$ cat src/design/port_pkg.sv
package port_pkg;
  localparam int unsigned PORT_WIDTH = 8;
  // register indices on the core data port
  localparam logic [2:0] ADDR_A_LEVEL = 3'h0;
  localparam logic [2:0] ADDR_B_LEVEL = 3'h1;
  localparam logic [2:0] ADDR_C_LEVEL = 3'h2;
  localparam logic [2:0] ADDR_A_DIR   = 3'h4;
  localparam logic [2:0] ADDR_B_DIR   = 3'h5;
  localparam logic [2:0] ADDR_C_DIR   = 3'h6;
  // reset values
  localparam logic [7:0] LEVEL_RESET  = 8'h00;
  localparam logic [7:0] DIR_RESET    = 8'h00;
  localparam logic [7:0] C_DIR_RESET  = 8'h04;
  // fixed drive type per pin, 1 = push-pull, 0 = open-drain
  localparam logic [7:0] A_PUSH_PULL  = 8'h00;
  localparam logic [7:0] B_PUSH_PULL  = 8'h0f;
  localparam logic [7:0] C_PUSH_PULL  = 8'h14;
  // pins that have an on-chip pull-up
  localparam logic [7:0] A_HAS_PULLUP = 8'h00;
  localparam logic [7:0] B_HAS_PULLUP = 8'h0f;
  localparam logic [7:0] C_HAS_PULLUP = 8'h7c;
  // overlay lines: blank, red, green on port c, vsync and hsync on port b
  localparam int unsigned BLANK_BIT   = 3;
  localparam int unsigned RED_BIT     = 5;
  localparam int unsigned GREEN_BIT   = 6;
  localparam int unsigned VSYNC_BIT   = 2;
  localparam int unsigned HSYNC_BIT   = 3;

  typedef struct packed {
    logic       wr;
    logic [2:0] addr;
    logic [7:0] wdata;
  } core_req_t;

  typedef struct packed {
    logic blank;
    logic red;
    logic green;
  } overlay_t;
endpackage

$ cat src/design/port_line_slice.sv
module port_line_slice #(
  parameter int unsigned      WIDTH      = 8,
  parameter logic [WIDTH-1:0] PUSH_PULL  = '0,
  parameter logic [WIDTH-1:0] HAS_PULLUP = '0
) (
  input  wire logic             ref_clk,
  input  wire logic             rst,
  input  wire logic [WIDTH-1:0] level,
  input  wire logic [WIDTH-1:0] dir,
  input  wire logic [WIDTH-1:0] overlay_and,
  input  wire logic [WIDTH-1:0] pin_in,
  output logic      [WIDTH-1:0] pin_sync,
  output logic      [WIDTH-1:0] pin_out,
  output logic      [WIDTH-1:0] pin_oe,
  output logic      [WIDTH-1:0] pullup_en
);
  logic [WIDTH-1:0] meta_reg;
  logic [WIDTH-1:0] sync_reg;
  logic [WIDTH-1:0] out_next;
  logic [WIDTH-1:0] oe_next;
  logic [WIDTH-1:0] pu_next;
  logic [WIDTH-1:0] out_reg;
  logic [WIDTH-1:0] oe_reg;
  logic [WIDTH-1:0] pu_reg;

  genvar i;
  generate
    for (i = 0; i < WIDTH; i++) begin : g_line
      // drive level is data and overlay ANDed
      wire drive_val = level[i] & overlay_and[i];
      // push-pull drives both levels, open-drain only pulls low
      assign out_next[i] = PUSH_PULL[i] ? drive_val : 1'b0;
      assign oe_next[i]  = dir[i] & (PUSH_PULL[i] | ~drive_val);
      // pull-up on inputs with level bit low, where fitted
      assign pu_next[i]  = ~dir[i] & ~level[i] & HAS_PULLUP[i];
    end
  endgenerate

  always_ff @(posedge ref_clk or posedge rst) begin
    if (rst) begin
      meta_reg <= '0;
      sync_reg <= '0;
      out_reg  <= '0;
      oe_reg   <= '0;
      pu_reg   <= '0;
    end else begin
      meta_reg <= pin_in;
      sync_reg <= meta_reg;
      out_reg  <= out_next;
      oe_reg   <= oe_next;
      pu_reg   <= pu_next;
    end
  end

  assign pin_sync  = sync_reg;
  assign pin_out   = out_reg;
  assign pin_oe    = oe_reg;
  assign pullup_en = pu_reg;
endmodule

$ cat src/design/tri_port_io_with_overlay_mux.sv
// Overview of operation
// - every line's direction set independently
// - input: level bit 0 pull-up, 1 none
// - drive type fixed per pin
// - port a open-drain only, no pull-up
// - bit n of both registers controls line n
// - level read returns pin state for inputs
// - level write sets output drive value
// - direction bit 0 input, 1 output
// - registers accessed like plain data locations
// - six registers, level and direction per port
// - reset clears registers except port c direction bit 2, inputs with pull-up where fitted
// - power switch line resets output driven low
// - overlay lines are overlay ANDed with data
// - sync inputs and overlay outputs routed fixed
// - pull-up only on inputs where fitted
module tri_port_io_with_overlay_mux #(
  parameter int unsigned WIDTH = port_pkg::PORT_WIDTH
) (
  input  wire logic                ref_clk,
  input  wire logic                rst,
  input  wire port_pkg::core_req_t core_req,
  output logic [7:0]               core_rdata,
  input  wire port_pkg::overlay_t  overlay_in,
  output logic                     overlay_vsync,
  output logic                     overlay_hsync,
  input  wire logic [WIDTH-1:0]    port_a_lines_in,
  output logic [WIDTH-1:0]         port_a_lines_out,
  output logic [WIDTH-1:0]         port_a_lines_oe,
  output logic [WIDTH-1:0]         port_a_pullup,
  input  wire logic [WIDTH-1:0]    port_b_lines_in,
  output logic [WIDTH-1:0]         port_b_lines_out,
  output logic [WIDTH-1:0]         port_b_lines_oe,
  output logic [WIDTH-1:0]         port_b_pullup,
  input  wire logic [WIDTH-1:0]    port_c_lines_in,
  output logic [WIDTH-1:0]         port_c_lines_out,
  output logic [WIDTH-1:0]         port_c_lines_oe,
  output logic [WIDTH-1:0]         port_c_pullup
);
  logic [WIDTH-1:0] port_a_level_reg;
  logic [WIDTH-1:0] port_b_level_reg;
  logic [WIDTH-1:0] port_c_level_reg;
  logic [WIDTH-1:0] port_a_direction_reg;
  logic [WIDTH-1:0] port_b_direction_reg;
  logic [WIDTH-1:0] port_c_direction_reg;
  logic [7:0]       rdata_reg;
  logic [7:0]       rdata_next;
  logic             vsync_reg;
  logic             hsync_reg;
  logic [WIDTH-1:0] a_sync;
  logic [WIDTH-1:0] b_sync;
  logic [WIDTH-1:0] c_sync;
  logic [WIDTH-1:0] c_overlay_and;
  logic [WIDTH-1:0] ones;

  // register decode, six locations
  wire wr_a_level = core_req.wr && core_req.addr == port_pkg::ADDR_A_LEVEL;
  wire wr_b_level = core_req.wr && core_req.addr == port_pkg::ADDR_B_LEVEL;
  wire wr_c_level = core_req.wr && core_req.addr == port_pkg::ADDR_C_LEVEL;
  wire wr_a_dir   = core_req.wr && core_req.addr == port_pkg::ADDR_A_DIR;
  wire wr_b_dir   = core_req.wr && core_req.addr == port_pkg::ADDR_B_DIR;
  wire wr_c_dir   = core_req.wr && core_req.addr == port_pkg::ADDR_C_DIR;

  // pin level for inputs, stored bit for outputs
  wire [WIDTH-1:0] a_view = (a_sync & ~port_a_direction_reg) | (port_a_level_reg & port_a_direction_reg);
  wire [WIDTH-1:0] b_view = (b_sync & ~port_b_direction_reg) | (port_b_level_reg & port_b_direction_reg);
  wire [WIDTH-1:0] c_view = (c_sync & ~port_c_direction_reg) | (port_c_level_reg & port_c_direction_reg);

  assign ones = '1;

  // overlay signals wired-AND into port c
  always_comb begin
    c_overlay_and = ones;
    c_overlay_and[port_pkg::BLANK_BIT] = overlay_in.blank;
    c_overlay_and[port_pkg::RED_BIT]   = overlay_in.red;
    c_overlay_and[port_pkg::GREEN_BIT] = overlay_in.green;
  end

  // read mux, registered, data one cycle after address
  always_comb begin
    case (core_req.addr)
      port_pkg::ADDR_A_LEVEL: rdata_next = 8'(a_view);
      port_pkg::ADDR_B_LEVEL: rdata_next = 8'(b_view);
      port_pkg::ADDR_C_LEVEL: rdata_next = 8'(c_view);
      port_pkg::ADDR_A_DIR:   rdata_next = 8'(port_a_direction_reg);
      port_pkg::ADDR_B_DIR:   rdata_next = 8'(port_b_direction_reg);
      port_pkg::ADDR_C_DIR:   rdata_next = 8'(port_c_direction_reg);
      default:                rdata_next = 8'h00;
    endcase
  end

  // register writes on the clock edge
  always_ff @(posedge ref_clk or posedge rst) begin
    if (rst) begin
      port_a_level_reg     <= WIDTH'(port_pkg::LEVEL_RESET);
      port_b_level_reg     <= WIDTH'(port_pkg::LEVEL_RESET);
      port_c_level_reg     <= WIDTH'(port_pkg::LEVEL_RESET);
      port_a_direction_reg <= WIDTH'(port_pkg::DIR_RESET);
      port_b_direction_reg <= WIDTH'(port_pkg::DIR_RESET);
      port_c_direction_reg <= WIDTH'(port_pkg::C_DIR_RESET);
    end else begin
      if (wr_a_level) port_a_level_reg <= WIDTH'(core_req.wdata);
      if (wr_b_level) port_b_level_reg <= WIDTH'(core_req.wdata);
      if (wr_c_level) port_c_level_reg <= WIDTH'(core_req.wdata);
      if (wr_a_dir) port_a_direction_reg <= WIDTH'(core_req.wdata);
      if (wr_b_dir) port_b_direction_reg <= WIDTH'(core_req.wdata);
      if (wr_c_dir) port_c_direction_reg <= WIDTH'(core_req.wdata);
    end
  end

  always_ff @(posedge ref_clk or posedge rst) begin
    if (rst) begin
      rdata_reg <= 8'h00;
      vsync_reg <= 1'b0;
      hsync_reg <= 1'b0;
    end else begin
      rdata_reg <= rdata_next;
      // sync pins feed overlay, valid when lines are inputs
      vsync_reg <= b_sync[port_pkg::VSYNC_BIT];
      hsync_reg <= b_sync[port_pkg::HSYNC_BIT];
    end
  end

  assign core_rdata    = rdata_reg;
  assign overlay_vsync = vsync_reg;
  assign overlay_hsync = hsync_reg;

  port_line_slice #(
    .WIDTH      (WIDTH),
    .PUSH_PULL  (WIDTH'(port_pkg::A_PUSH_PULL)),
    .HAS_PULLUP (WIDTH'(port_pkg::A_HAS_PULLUP))
  ) u_port_a (
    .ref_clk     (ref_clk),
    .rst         (rst),
    .level       (port_a_level_reg),
    .dir         (port_a_direction_reg),
    .overlay_and (ones),
    .pin_in      (port_a_lines_in),
    .pin_sync    (a_sync),
    .pin_out     (port_a_lines_out),
    .pin_oe      (port_a_lines_oe),
    .pullup_en   (port_a_pullup)
  );

  port_line_slice #(
    .WIDTH      (WIDTH),
    .PUSH_PULL  (WIDTH'(port_pkg::B_PUSH_PULL)),
    .HAS_PULLUP (WIDTH'(port_pkg::B_HAS_PULLUP))
  ) u_port_b (
    .ref_clk     (ref_clk),
    .rst         (rst),
    .level       (port_b_level_reg),
    .dir         (port_b_direction_reg),
    .overlay_and (ones),
    .pin_in      (port_b_lines_in),
    .pin_sync    (b_sync),
    .pin_out     (port_b_lines_out),
    .pin_oe      (port_b_lines_oe),
    .pullup_en   (port_b_pullup)
  );

  port_line_slice #(
    .WIDTH      (WIDTH),
    .PUSH_PULL  (WIDTH'(port_pkg::C_PUSH_PULL)),
    .HAS_PULLUP (WIDTH'(port_pkg::C_HAS_PULLUP))
  ) u_port_c (
    .ref_clk     (ref_clk),
    .rst         (rst),
    .level       (port_c_level_reg),
    .dir         (port_c_direction_reg),
    .overlay_and (c_overlay_and),
    .pin_in      (port_c_lines_in),
    .pin_sync    (c_sync),
    .pin_out     (port_c_lines_out),
    .pin_oe      (port_c_lines_oe),
    .pullup_en   (port_c_pullup)
  );
endmodule

$ cat config.mk
export PLATFORM = sky130hd
export DESIGN_NAME = tri_port_io_with_overlay_mux
export DESIGN_NICKNAME = d
export VERILOG_FILES = /design/src/design/port_pkg.sv /design/src/design/port_line_slice.sv /design/src/design/tri_port_io_with_overlay_mux.sv
export SDC_FILE = /design/constraint.sdc
export NUM_CORES = 1
export LEC_CHECK = 0
export BUFFER_PORTS_ARGS = -buffer_cell sky130_fd_sc_hd__buf_2
export CAP_MARGIN = 10
export CORE_MARGIN = 3
export CORE_UTILIZATION = 45
export CTS_BUF_LIST = sky130_fd_sc_hd__clkbuf_4
export DETAILED_ROUTE_END_ITERATION = 8
export GPL_TIMING_DRIVEN = 1
export PLACE_DENSITY = 0.71
export SLEW_MARGIN = 20
export SYNTH_ARGS = -nofsm -noshare
export SYNTH_HDL_FRONTEND = slang
export SYNTH_SLANG_ARGS = --single-unit
$ cat constraint.sdc
create_clock -name ref_clk -period 4.9 [get_ports ref_clk]
set_input_delay 0.49 -clock ref_clk [delete_from_list [all_inputs] [get_ports ref_clk]]
set_output_delay 0.49 -clock ref_clk [all_outputs]
set_load 0.01 [all_outputs]
## Word level (Yosys, flattened, before mapping)

Index checks and enable logic that the tools add are counted.

| storage, ports and cells | value |
|---|---|
| register bits | 145 |
| input bits | 41 |
| output and inout bits | 82 |

| operators by class | value |
|---|---|
| equal/unequal tests | 5 |
| mux-type cells | 1 |
| bitwise logic cells | 78 |
| reductions and logical operators | 7 |

Operator list:

| kind | number |
|---|---|
| $and 8x8->8 | 6 |
| $pmux 8 s6 | 1 |
| $not 1->1 | 36 |
| $and 1x1->1 | 30 |
| $not 8->8 | 3 |
| $or 8x8->8 | 3 |
| $eq 3x3->1 const B | 3 |
| $logic_and 1x1->1 | 6 |
| $eq 3x1->1 const B | 1 |
| $eq 3x2->1 const B | 1 |
| $logic_not 3->1 | 1 |

## Logic depth before layout (Yosys ltp)

Gate-level depths: netlist of the first run.

| logic depth | value |
|---|---|
| depth in word-level cells | 4 |
| depth in mapped cells | 6 |

## Modules after synthesis

From an unflattened synthesis of the first run, not the netlist that was laid out.

| second synthesis, totals | value |
|---|---|
| cells, all modules | 357 |
| area, all modules | 5442.7 µm² |

By module, submodules not included:

| module | instances | cells each | area each (µm²) | sequential area each (µm²) |
|---|---|---|---|---|
| tri_port_io_with_overlay_mux | 1 | 198 | 2721.4 | 1452.6 |
| port_line_slice at u_port_b | 1 | 54 | 953.4 | 800.8 |
| port_line_slice at u_port_c | 1 | 55 | 949.7 | 775.7 |
| port_line_slice at u_port_a | 1 | 50 | 818.3 | 600.6 |

## Worst setup path before layout of the first run

OpenSTA, ideal clock, no wires.

| timing | value |
|---|---|
| kind | in2reg |
| start point | input port core_req[8] (netlist name) |
| end point | register port_a_level_reg[0] |
| library setup time | 125 ps |
| data arrival time | 1553 ps |
| data required time | 4775 ps |
| setup slack | 3223 ps |
| cell stages on the path | 5 |
| buffers on the path | 2 |
| cells stage by stage | buf_4 or2_2 buf_6 nor2_8 mux2_2 |

| on the way | value |
|---|---|
| word-level cells in the longest chain between the ends | 2 |

Ends and longest elaborated chain:

| what | line | text |
|---|---|---|
| start: declaration | tri_port_io_with_overlay_mux.sv:22 | `input wire port_pkg::core_req_t core_req,` |
| $logic_not 3->1 | tri_port_io_with_overlay_mux.sv:57 | `wire wr_a_level = core_req.wr && core_req.addr == port_pkg::ADDR_A_LEVEL;` |
| $logic_and 1x1->1 | tri_port_io_with_overlay_mux.sv:57 |  |
| end signal: assignment | tri_port_io_with_overlay_mux.sv:95 | `port_a_level_reg <= WIDTH'(port_pkg::LEVEL_RESET);` |
| end signal: assignment | tri_port_io_with_overlay_mux.sv:102 | `if (wr_a_level) port_a_level_reg <= WIDTH'(core_req.wdata);` |
| end: declaration | tri_port_io_with_overlay_mux.sv:40 | `logic [WIDTH-1:0] port_a_level_reg;` |

No other way between the ends.
A chain may end at the register's enable or synchronous reset.

## Worst setup path after layout of the first run

| timing | value |
|---|---|
| start point | input port core_req[10] (netlist name) |
| end point | register port_b_direction_reg[0] |

| on the way | value |
|---|---|
| word-level cells in the longest chain between the ends | 2 |

Ends and longest elaborated chain:

| what | line | text |
|---|---|---|
| $eq 3x3->1 | tri_port_io_with_overlay_mux.sv:61 | `wire wr_b_dir = core_req.wr && core_req.addr == port_pkg::ADDR_B_DIR;` |
| $logic_and 1x1->1 | tri_port_io_with_overlay_mux.sv:61 |  |
| end signal: assignment | tri_port_io_with_overlay_mux.sv:99 | `port_b_direction_reg <= WIDTH'(port_pkg::DIR_RESET);` |
| end signal: assignment | tri_port_io_with_overlay_mux.sv:106 | `if (wr_b_dir) port_b_direction_reg <= WIDTH'(core_req.wdata);` |
| end: declaration | tri_port_io_with_overlay_mux.sv:44 | `logic [WIDTH-1:0] port_b_direction_reg;` |

No other way between the ends.

==> results.sh, run 1 <==
export IMPL_status="complete, no violations"
export IMPL_ctsHtreeMaxLevel=4
export IMPL_rrSetupSlack_ns=3.63
export IMPL_cts_tree="built"
export IMPL_maxSlewHeadroom=0.475
export IMPL_grt_pass1_wl_um=15600
export IMPL_syn2layout_area_growth_pct=17.5
export IMPL_p_per_area_mw_per_mm2=435
export IMPL_rsz0062_at_grt="false"
export IMPL_cts_clk_slew_worst_paths_ns=0.10
export IMPL_postRouteAntennaNets=0
export IMPL_first_pass_iters=4
export IMPL_start_util=0.463
export IMPL_num_vias=3011
export IMPL_cts_buffer_depth=2
export IMPL_hpwlAfterDp_um=6440
export IMPL_drc=0
export IMPL_ys_seq_area_frac=0.681
export IMPL_peakVddDrop_mv=0.193
export IMPL_hold_violations=0
export IMPL_critPathMaxFanout=44
export IMPL_postCtsSetupBuffers=0
export IMPL_switchingPower_uw=705
export IMPL_ys_types=34
export IMPL_cts_buffers_inserted=17
export IMPL_r2r_end="core_rdata[2]$_DFF_PP0_"
export IMPL_vias_per_cell=4.81
export IMPL_grt_total_usage=0.159
export IMPL_final_setup_tns_ns=0
export IMPL_gp_congestion=0.748
export IMPL_path_cells="buf_2, nand2_1, or2_1, mux2_4"
export IMPL_critPathArrivalTime_ns=2.13
export IMPL_clock_skew_ns=0.0146
export IMPL_finalSetupViolations=0
export IMPL_die_w_um=115
export IMPL_r2r_start="port_c_direction_reg[2]$_DFFE_PP1P_"
export IMPL_cap_violations=0
export IMPL_timing_final_crit_share=0.348
export IMPL_combPwrFrac=0.154
export IMPL_first_iter_violations=143
export IMPL_worstSkewPairLatency_ns=0.53
export IMPL_async_reset_ff_frac=1.00
export IMPL_sw_frac_of_total=0.258
export IMPL_die_height_um=115
export IMPL_netlist_area_mm2=0.00533
export IMPL_yosysWarningCount=0
export IMPL_core_area_mm2=0.0115
export IMPL_finalMaxSlewViolations=0
export IMPL_worstPathRequired_ns=5.32
export IMPL_die_area_mm2=0.0132
export IMPL_dpl_cell_area_mm2=0.00578
export IMPL_post_route_min_period_ns=1.71
export IMPL_ctsRootBufferMaster="clkbuf_4"
export IMPL_grt_antenna_before_repair=1
export IMPL_wire_per_inst_um=15.6
export IMPL_grt_pass1_vias=3102
export IMPL_holdPathEnd="u_port_c.meta_reg[1]$_DFF_PP0_"
export IMPL_postSynthCellCount=353
export IMPL_internal_power_mw=2.02
export IMPL_postLayoutCellArea_mm2=0.00627
export IMPL_ioPinCount=123
export IMPL_critPathCaptureType="register"
export IMPL_final_cells=626
export IMPL_num_rows=39
export IMPL_power_leakage_nw=3.03
export IMPL_final_nets=511
export IMPL_synth_ff_latch_count=145
export IMPL_min_path_type="primary input to register"
export IMPL_p_seq_frac=0.551
export IMPL_cts_sinks=145
export IMPL_post_cts_resized=0
export IMPL_fmax_ghz=0.586
export IMPL_tightest_slew_ns=0.787
export IMPL_portBuffers=89
export IMPL_layout_drive_gt1_share=0.405
export IMPL_syn_area_per_cell_um2=15.1
export IMPL_rr_worst_depth=3
export IMPL_power_frac_clock=0.296
export IMPL_path_class="primary input to register"
export IMPL_wirelength_um=9780
export IMPL_cp_slowest_cell="buf_2"
export IMPL_hp_start="port_c_lines_in[1]"
export IMPL_synthFlopType="dfrtp_1"
export IMPL_grt_ovfl_total=0
export IMPL_cpPeakStageDelay_ns=0.51
export IMPL_dp_cells=577
export IMPL_synth_edff_count=0
export IMPL_cp_start_kind="primary input"
export IMPL_grt_max_degree=92
export IMPL_hold_path_depth=1
-- worst max-delay path: cells and delay by family --
kind	cells	cell delay, ns
multiplexers	1	0.36
buffers and inverters	1	0.51
AND/OR/NAND/NOR	2	0.75
-- layout make-up --
| class | count | area, um2 |
|---|---|---|
| antenna | 1 | 2.50 |
| clock buffer | 20 | 150 |
| clock inverter | 11 | 164 |
| fill | 965 | 5250 |
| inverter | 1 | 8.76 |
| multi-input combinational | 198 | 1510 |
| sequential | 145 | 3630 |
| tap | 143 | 179 |
| timing repair buffer | 107 | 623 |
-- layer usage --
metal	global-route usage	part of all wire	up-vias	routed length (um)
met2	0.257	0.51	84	5000
met3	0.0463	0.051	17	498
met1	0.194	0.41	1521	4050
met5	0	0	-	0
met4	0.0845	0.024	0	230
li1	-	-	1389	-
-- worst max-delay path by stage --
stage | cells past startpoint | startpoint | end | slack [ns]
global route | 4 | core_req[10] | port_b_direction_reg[4]$_DFFE_PP0P_ | 3.12
detailed placement | 4 | core_req[10] | port_b_direction_reg[6]$_DFFE_PP0P_ | 2.61
floorplan | 1 | rst | core_rdata[0]$_DFF_PP0_ | 0.52
finish | 4 | core_req[10] | port_b_direction_reg[0]$_DFFE_PP0P_ | 3.19
global placement | 4 | core_req[10] | port_b_direction_reg[7]$_DFFE_PP0P_ | 2.70
CTS | 4 | core_req[10] | port_b_direction_reg[0]$_DFFE_PP0P_ | 3.23
-- cell families (layout without fill, tap and decap cells) --
| group | after synthesis | after routing | synth area share |
|---|---|---|---|
| AOI/OAI and AO/OA | 40 | 40 | 0.0439 |
| buffers and inverters | 42 | 139 | 0.0587 |
| DFF | 145 | 145 | 0.681 |
| muxes | 58 | 58 | 0.126 |
| other | 1 | 34 | 0.000703 |
| and+or+nand+nor | 67 | 67 | 0.0899 |
-- stage by stage --
step	util	power (mW)	worst slack, ns	hold WS (ns)
global placement	0.502	1.92	2.70	0.335
detailed placement	0.502	1.94	2.61	0.335
floorplan	-	1.78	0.517	0.331
global route	0.544	2.88	3.12	0.00550
finish	0.544	2.73	3.19	0.0710
CTS	0.544	2.77	3.23	0.000235
-- repair_timing --
action	in CTS	in global routing
hold buffers	17	0
endpoints found under the hold margin	17	0
setup endpoints to repair	0	0
-- power groups by stage --
stage,registers [mW],clock network [mW],logic (mW)
global placement,1.52,0,0.403
finish,1.50,0.806,0.419
floorplan,1.55,0,0.239
global route,1.53,0.890,0.462
CTS,1.50,0.842,0.426
detailed placement,1.53,0,0.415
-- cells in the mapped netlist, types with 3 or more instances --
master      n  area share
dfrtp_1   144        0.68
mux2_2     42       0.089
buf_4      34       0.048
nor2b_1    16       0.019
or3b_2     16       0.026
a21oi_1    15       0.014
o21ai_0    15       0.014
nor2_1      9      0.0063
mux2_4      8       0.023
mux2i_1     8       0.015
or3_1       7      0.0082
buf_2       4      0.0038
a21boi_0    3      0.0042
buf_6       3      0.0063
nand2_1     3      0.0021
-- placed cells by master, fill, tap and decap left out, types with 2 or more instances in the layout --
cell type	instances
dfrtp_1	144
nor2b_1	16
conb_1	33
nor3_1	2
nor2_1	9
clkbuf_4	20
or3_1	7
mux2i_1	8
or3b_2	16
a21boi_0	3
clkinv_2	3
nand2_1	3
buf_2	89
nand4_1	2
mux2_2	42
nor2_4	2
a2bb2oi_1	2
nor2_8	2
a21oi_1	15
nand2b_1	2
clkinv_4	2
bufinv_16	4
mux2_4	8
dlygate4sd3_1	17
a32oi_1	2
o21ai_0	15
No activity file was read; power rests on OpenSTA's default activity.
==> run 2: changes to the inputs <==
Clock period 4.9 ns to 1.62 ns, I/O delays scaled along.
==> run 2 against run 1 <==
Combinational power grew to 3.2 times the previous value. Critical endpoint is now port_a_lines_oe[6]. Clock power grew to 2.7 times the previous value. Sequential power grew to 3.0 times the previous value. Via count grew 2.3%. Cell count grew 4.3%. Sequential cell count is the same. Non-clock buffer count grew 26. First-iteration DRC count grew 59%.
==> results.sh, run 2 (synthesized netlist as in run 1, its figures left out) <==
export IMPL_status="complete, no violations"
export IMPL_layout_drive_gt1_share=0.399
export IMPL_final_nets=537
export IMPL_regArea_mm2=0.00363
export IMPL_postLayoutCellArea_mm2=0.00649
export IMPL_syn2layout_area_growth_pct=21.8
export IMPL_portBuffers=89
export IMPL_tightest_slew_ns=0.533
export IMPL_worstSkewPairLatency_ns=0.54
export IMPL_dp_cells=584
export IMPL_peakVddDrop_mv=0.450
export IMPL_fmax_ghz=0.805
export IMPL_ctsRootBufferMaster="clkbuf_4"
export IMPL_die_height_um=115
export IMPL_finalMaxSlewViolations=0
export IMPL_cts_sinks=145
export IMPL_rsz0062_at_grt="false"
export IMPL_num_vias=3081
export IMPL_core_area_mm2=0.0115
export IMPL_path_class="register to output pin"
export IMPL_rrSetupSlack_ns=0.40
export IMPL_wirelength_um=10400
export IMPL_first_iter_violations=228
export IMPL_grt_antenna_before_repair=1
export IMPL_hpwlAfterDp_um=6800
export IMPL_hold_violations=0
export IMPL_cp_num_buf_inv=1
export IMPL_cts_buffers_inserted=17
export IMPL_grt_max_degree=96
export IMPL_dpl_cell_area_mm2=0.00586
export IMPL_die_area_mm2=0.0132
export IMPL_cpLargestDelayFamily="flip-flops"
export IMPL_maxSlewHeadroom=0.645
export IMPL_cp_start_kind="register"
export IMPL_cp_slowest_cell="dfrtp_1"
export IMPL_power_leakage_nw=3.12
export IMPL_critPathArrivalTime_ns=1.08
export IMPL_total_power_mw=8.08
export IMPL_cts_clk_slew_worst_paths_ns=0.12
export IMPL_grt_pass1_wl_um=16400
export IMPL_postRouteAntennaNets=0
export IMPL_first_pass_iters=4
export IMPL_grt_total_usage=0.166
export IMPL_worstPathRequired_ns=1.46
export IMPL_final_setup_tns_ns=0
export IMPL_die_w_um=115
export IMPL_final_cells=653
export IMPL_post_route_min_period_ns=1.24
export IMPL_finalSetupViolations=0
export IMPL_clock_skew_ns=0.0138
export IMPL_timing_final_crit_share=0.767
export IMPL_ctsHtreeMaxLevel=4
export IMPL_start_util=0.463
export IMPL_cts_buffer_depth=2
export IMPL_critPathCaptureType="output pin"
export IMPL_cts_tree="built"
export IMPL_grt_pass1_vias=3172
export IMPL_cap_violations=0
export IMPL_layout_common_cells="dfrtp_1 (144), buf_2 (89), mux2_2 (42)"
export IMPL_vias_per_cell=4.72
export IMPL_fillCellCount=939
export IMPL_drc=0
export IMPL_grt_ovfl_total=0
export IMPL_wire_per_inst_um=15.9
export IMPL_gp_congestion=0.780
export IMPL_num_rows=39
export IMPL_path_cells="buf_2"
export IMPL_cpPeakStageDelay_ns=0.41
export IMPL_ioPinCount=123
export IMPL_critPathMaxFanout=1
export IMPL_min_path_type="primary input to register"
export IMPL_multi_input_area_mm2=0.00151
export IMPL_p_per_area_mw_per_mm2=1240
export IMPL_final_common_cell="dfrtp_1"
run 2: cell types whose count changed in the layout (fill, tap and decap cells not counted):
cell | previous run | this run
clkinv_2 | 3 | 4
buf_4 | 1 | 6
clkinv_4 | 2 | 1
dlygate4sd3_1 | 17 | 36
inv_6 | 1 | 2
buf_12 | 0 | 2
clkbuf_4 | 20 | 18
bufinv_16 | 4 | 2
clkinvlp_4 | 1 | 5
run 2: cell type report:
class,count,share of cell area
Clock inverter,14,0.0216
Clock buffer,18,0.0208
Inverter,1,0.00116
Sequential cell,145,0.559
Tap cell,143,0.0275
Timing Repair Buffer,133,0.137
Multi-Input combinational cell,198,0.233
Antenna cell,1,0.000385
run 2: through the flow:
step	utilization	hold slack (ns)	setup slack [ns]
CTS	0.564	0.00975	0.325
detailed placement	0.509	0.271	0.115
global placement	0.509	0.270	0.144
global route	0.564	0.0383	0.313
floorplan	-	0.193	-0.360
finish	0.564	0.0583	0.378
run 2: routing by layer:
layer | up-vias | track usage | part of all wire
met5 | - | 0 | 0
met4 | 0 | 0.0728 | 0.014
met3 | 11 | 0.0384 | 0.046
met2 | 82 | 0.272 | 0.50
met1 | 1542 | 0.211 | 0.44
li1 | 1446 | - | -
run 2: power breakdown:
group | internal (mW) | leakage, nW | total [mW] | switching [mW]
registers | 4.20 | 1.75 | 4.55 | 0.352
clock network | 0.925 | 0.142 | 2.20 | 1.27
logic | 0.702 | 1.23 | 1.33 | 0.626
total | 5.83 | 3.12 | 8.08 | 2.25
run 2: path summary, 6_finish.rpt:
check                                               startpoint                              end  cells after the start
max                               u_port_a.pin_oe[6]$_DFF_PP0_               port_a_lines_oe[6]                      1
min                                               core_req[10]          core_rdata[1]$_DFF_PP0_                      3
max reg2reg                port_b_direction_reg[5]$_DFFE_PP0P_          core_rdata[5]$_DFF_PP0_                      3
min reg2reg                     u_port_a.meta_reg[7]$_DFF_PP0_   u_port_a.pin_sync[7]$_DFF_PP0_                      0
max in group asynchronous                                  rst   u_port_b.meta_reg[7]$_DFF_PP0_                      4
min in group asynchronous                                  rst  u_port_b.pullup_en[1]$_DFF_PP0_                      4
run 2: repair_timing:
action	4_1_cts	5_1_grt
endpoints found under the hold margin	220	0
buffers inserted	0	0
gates resized for setup	0	0
hold buffers	36	0
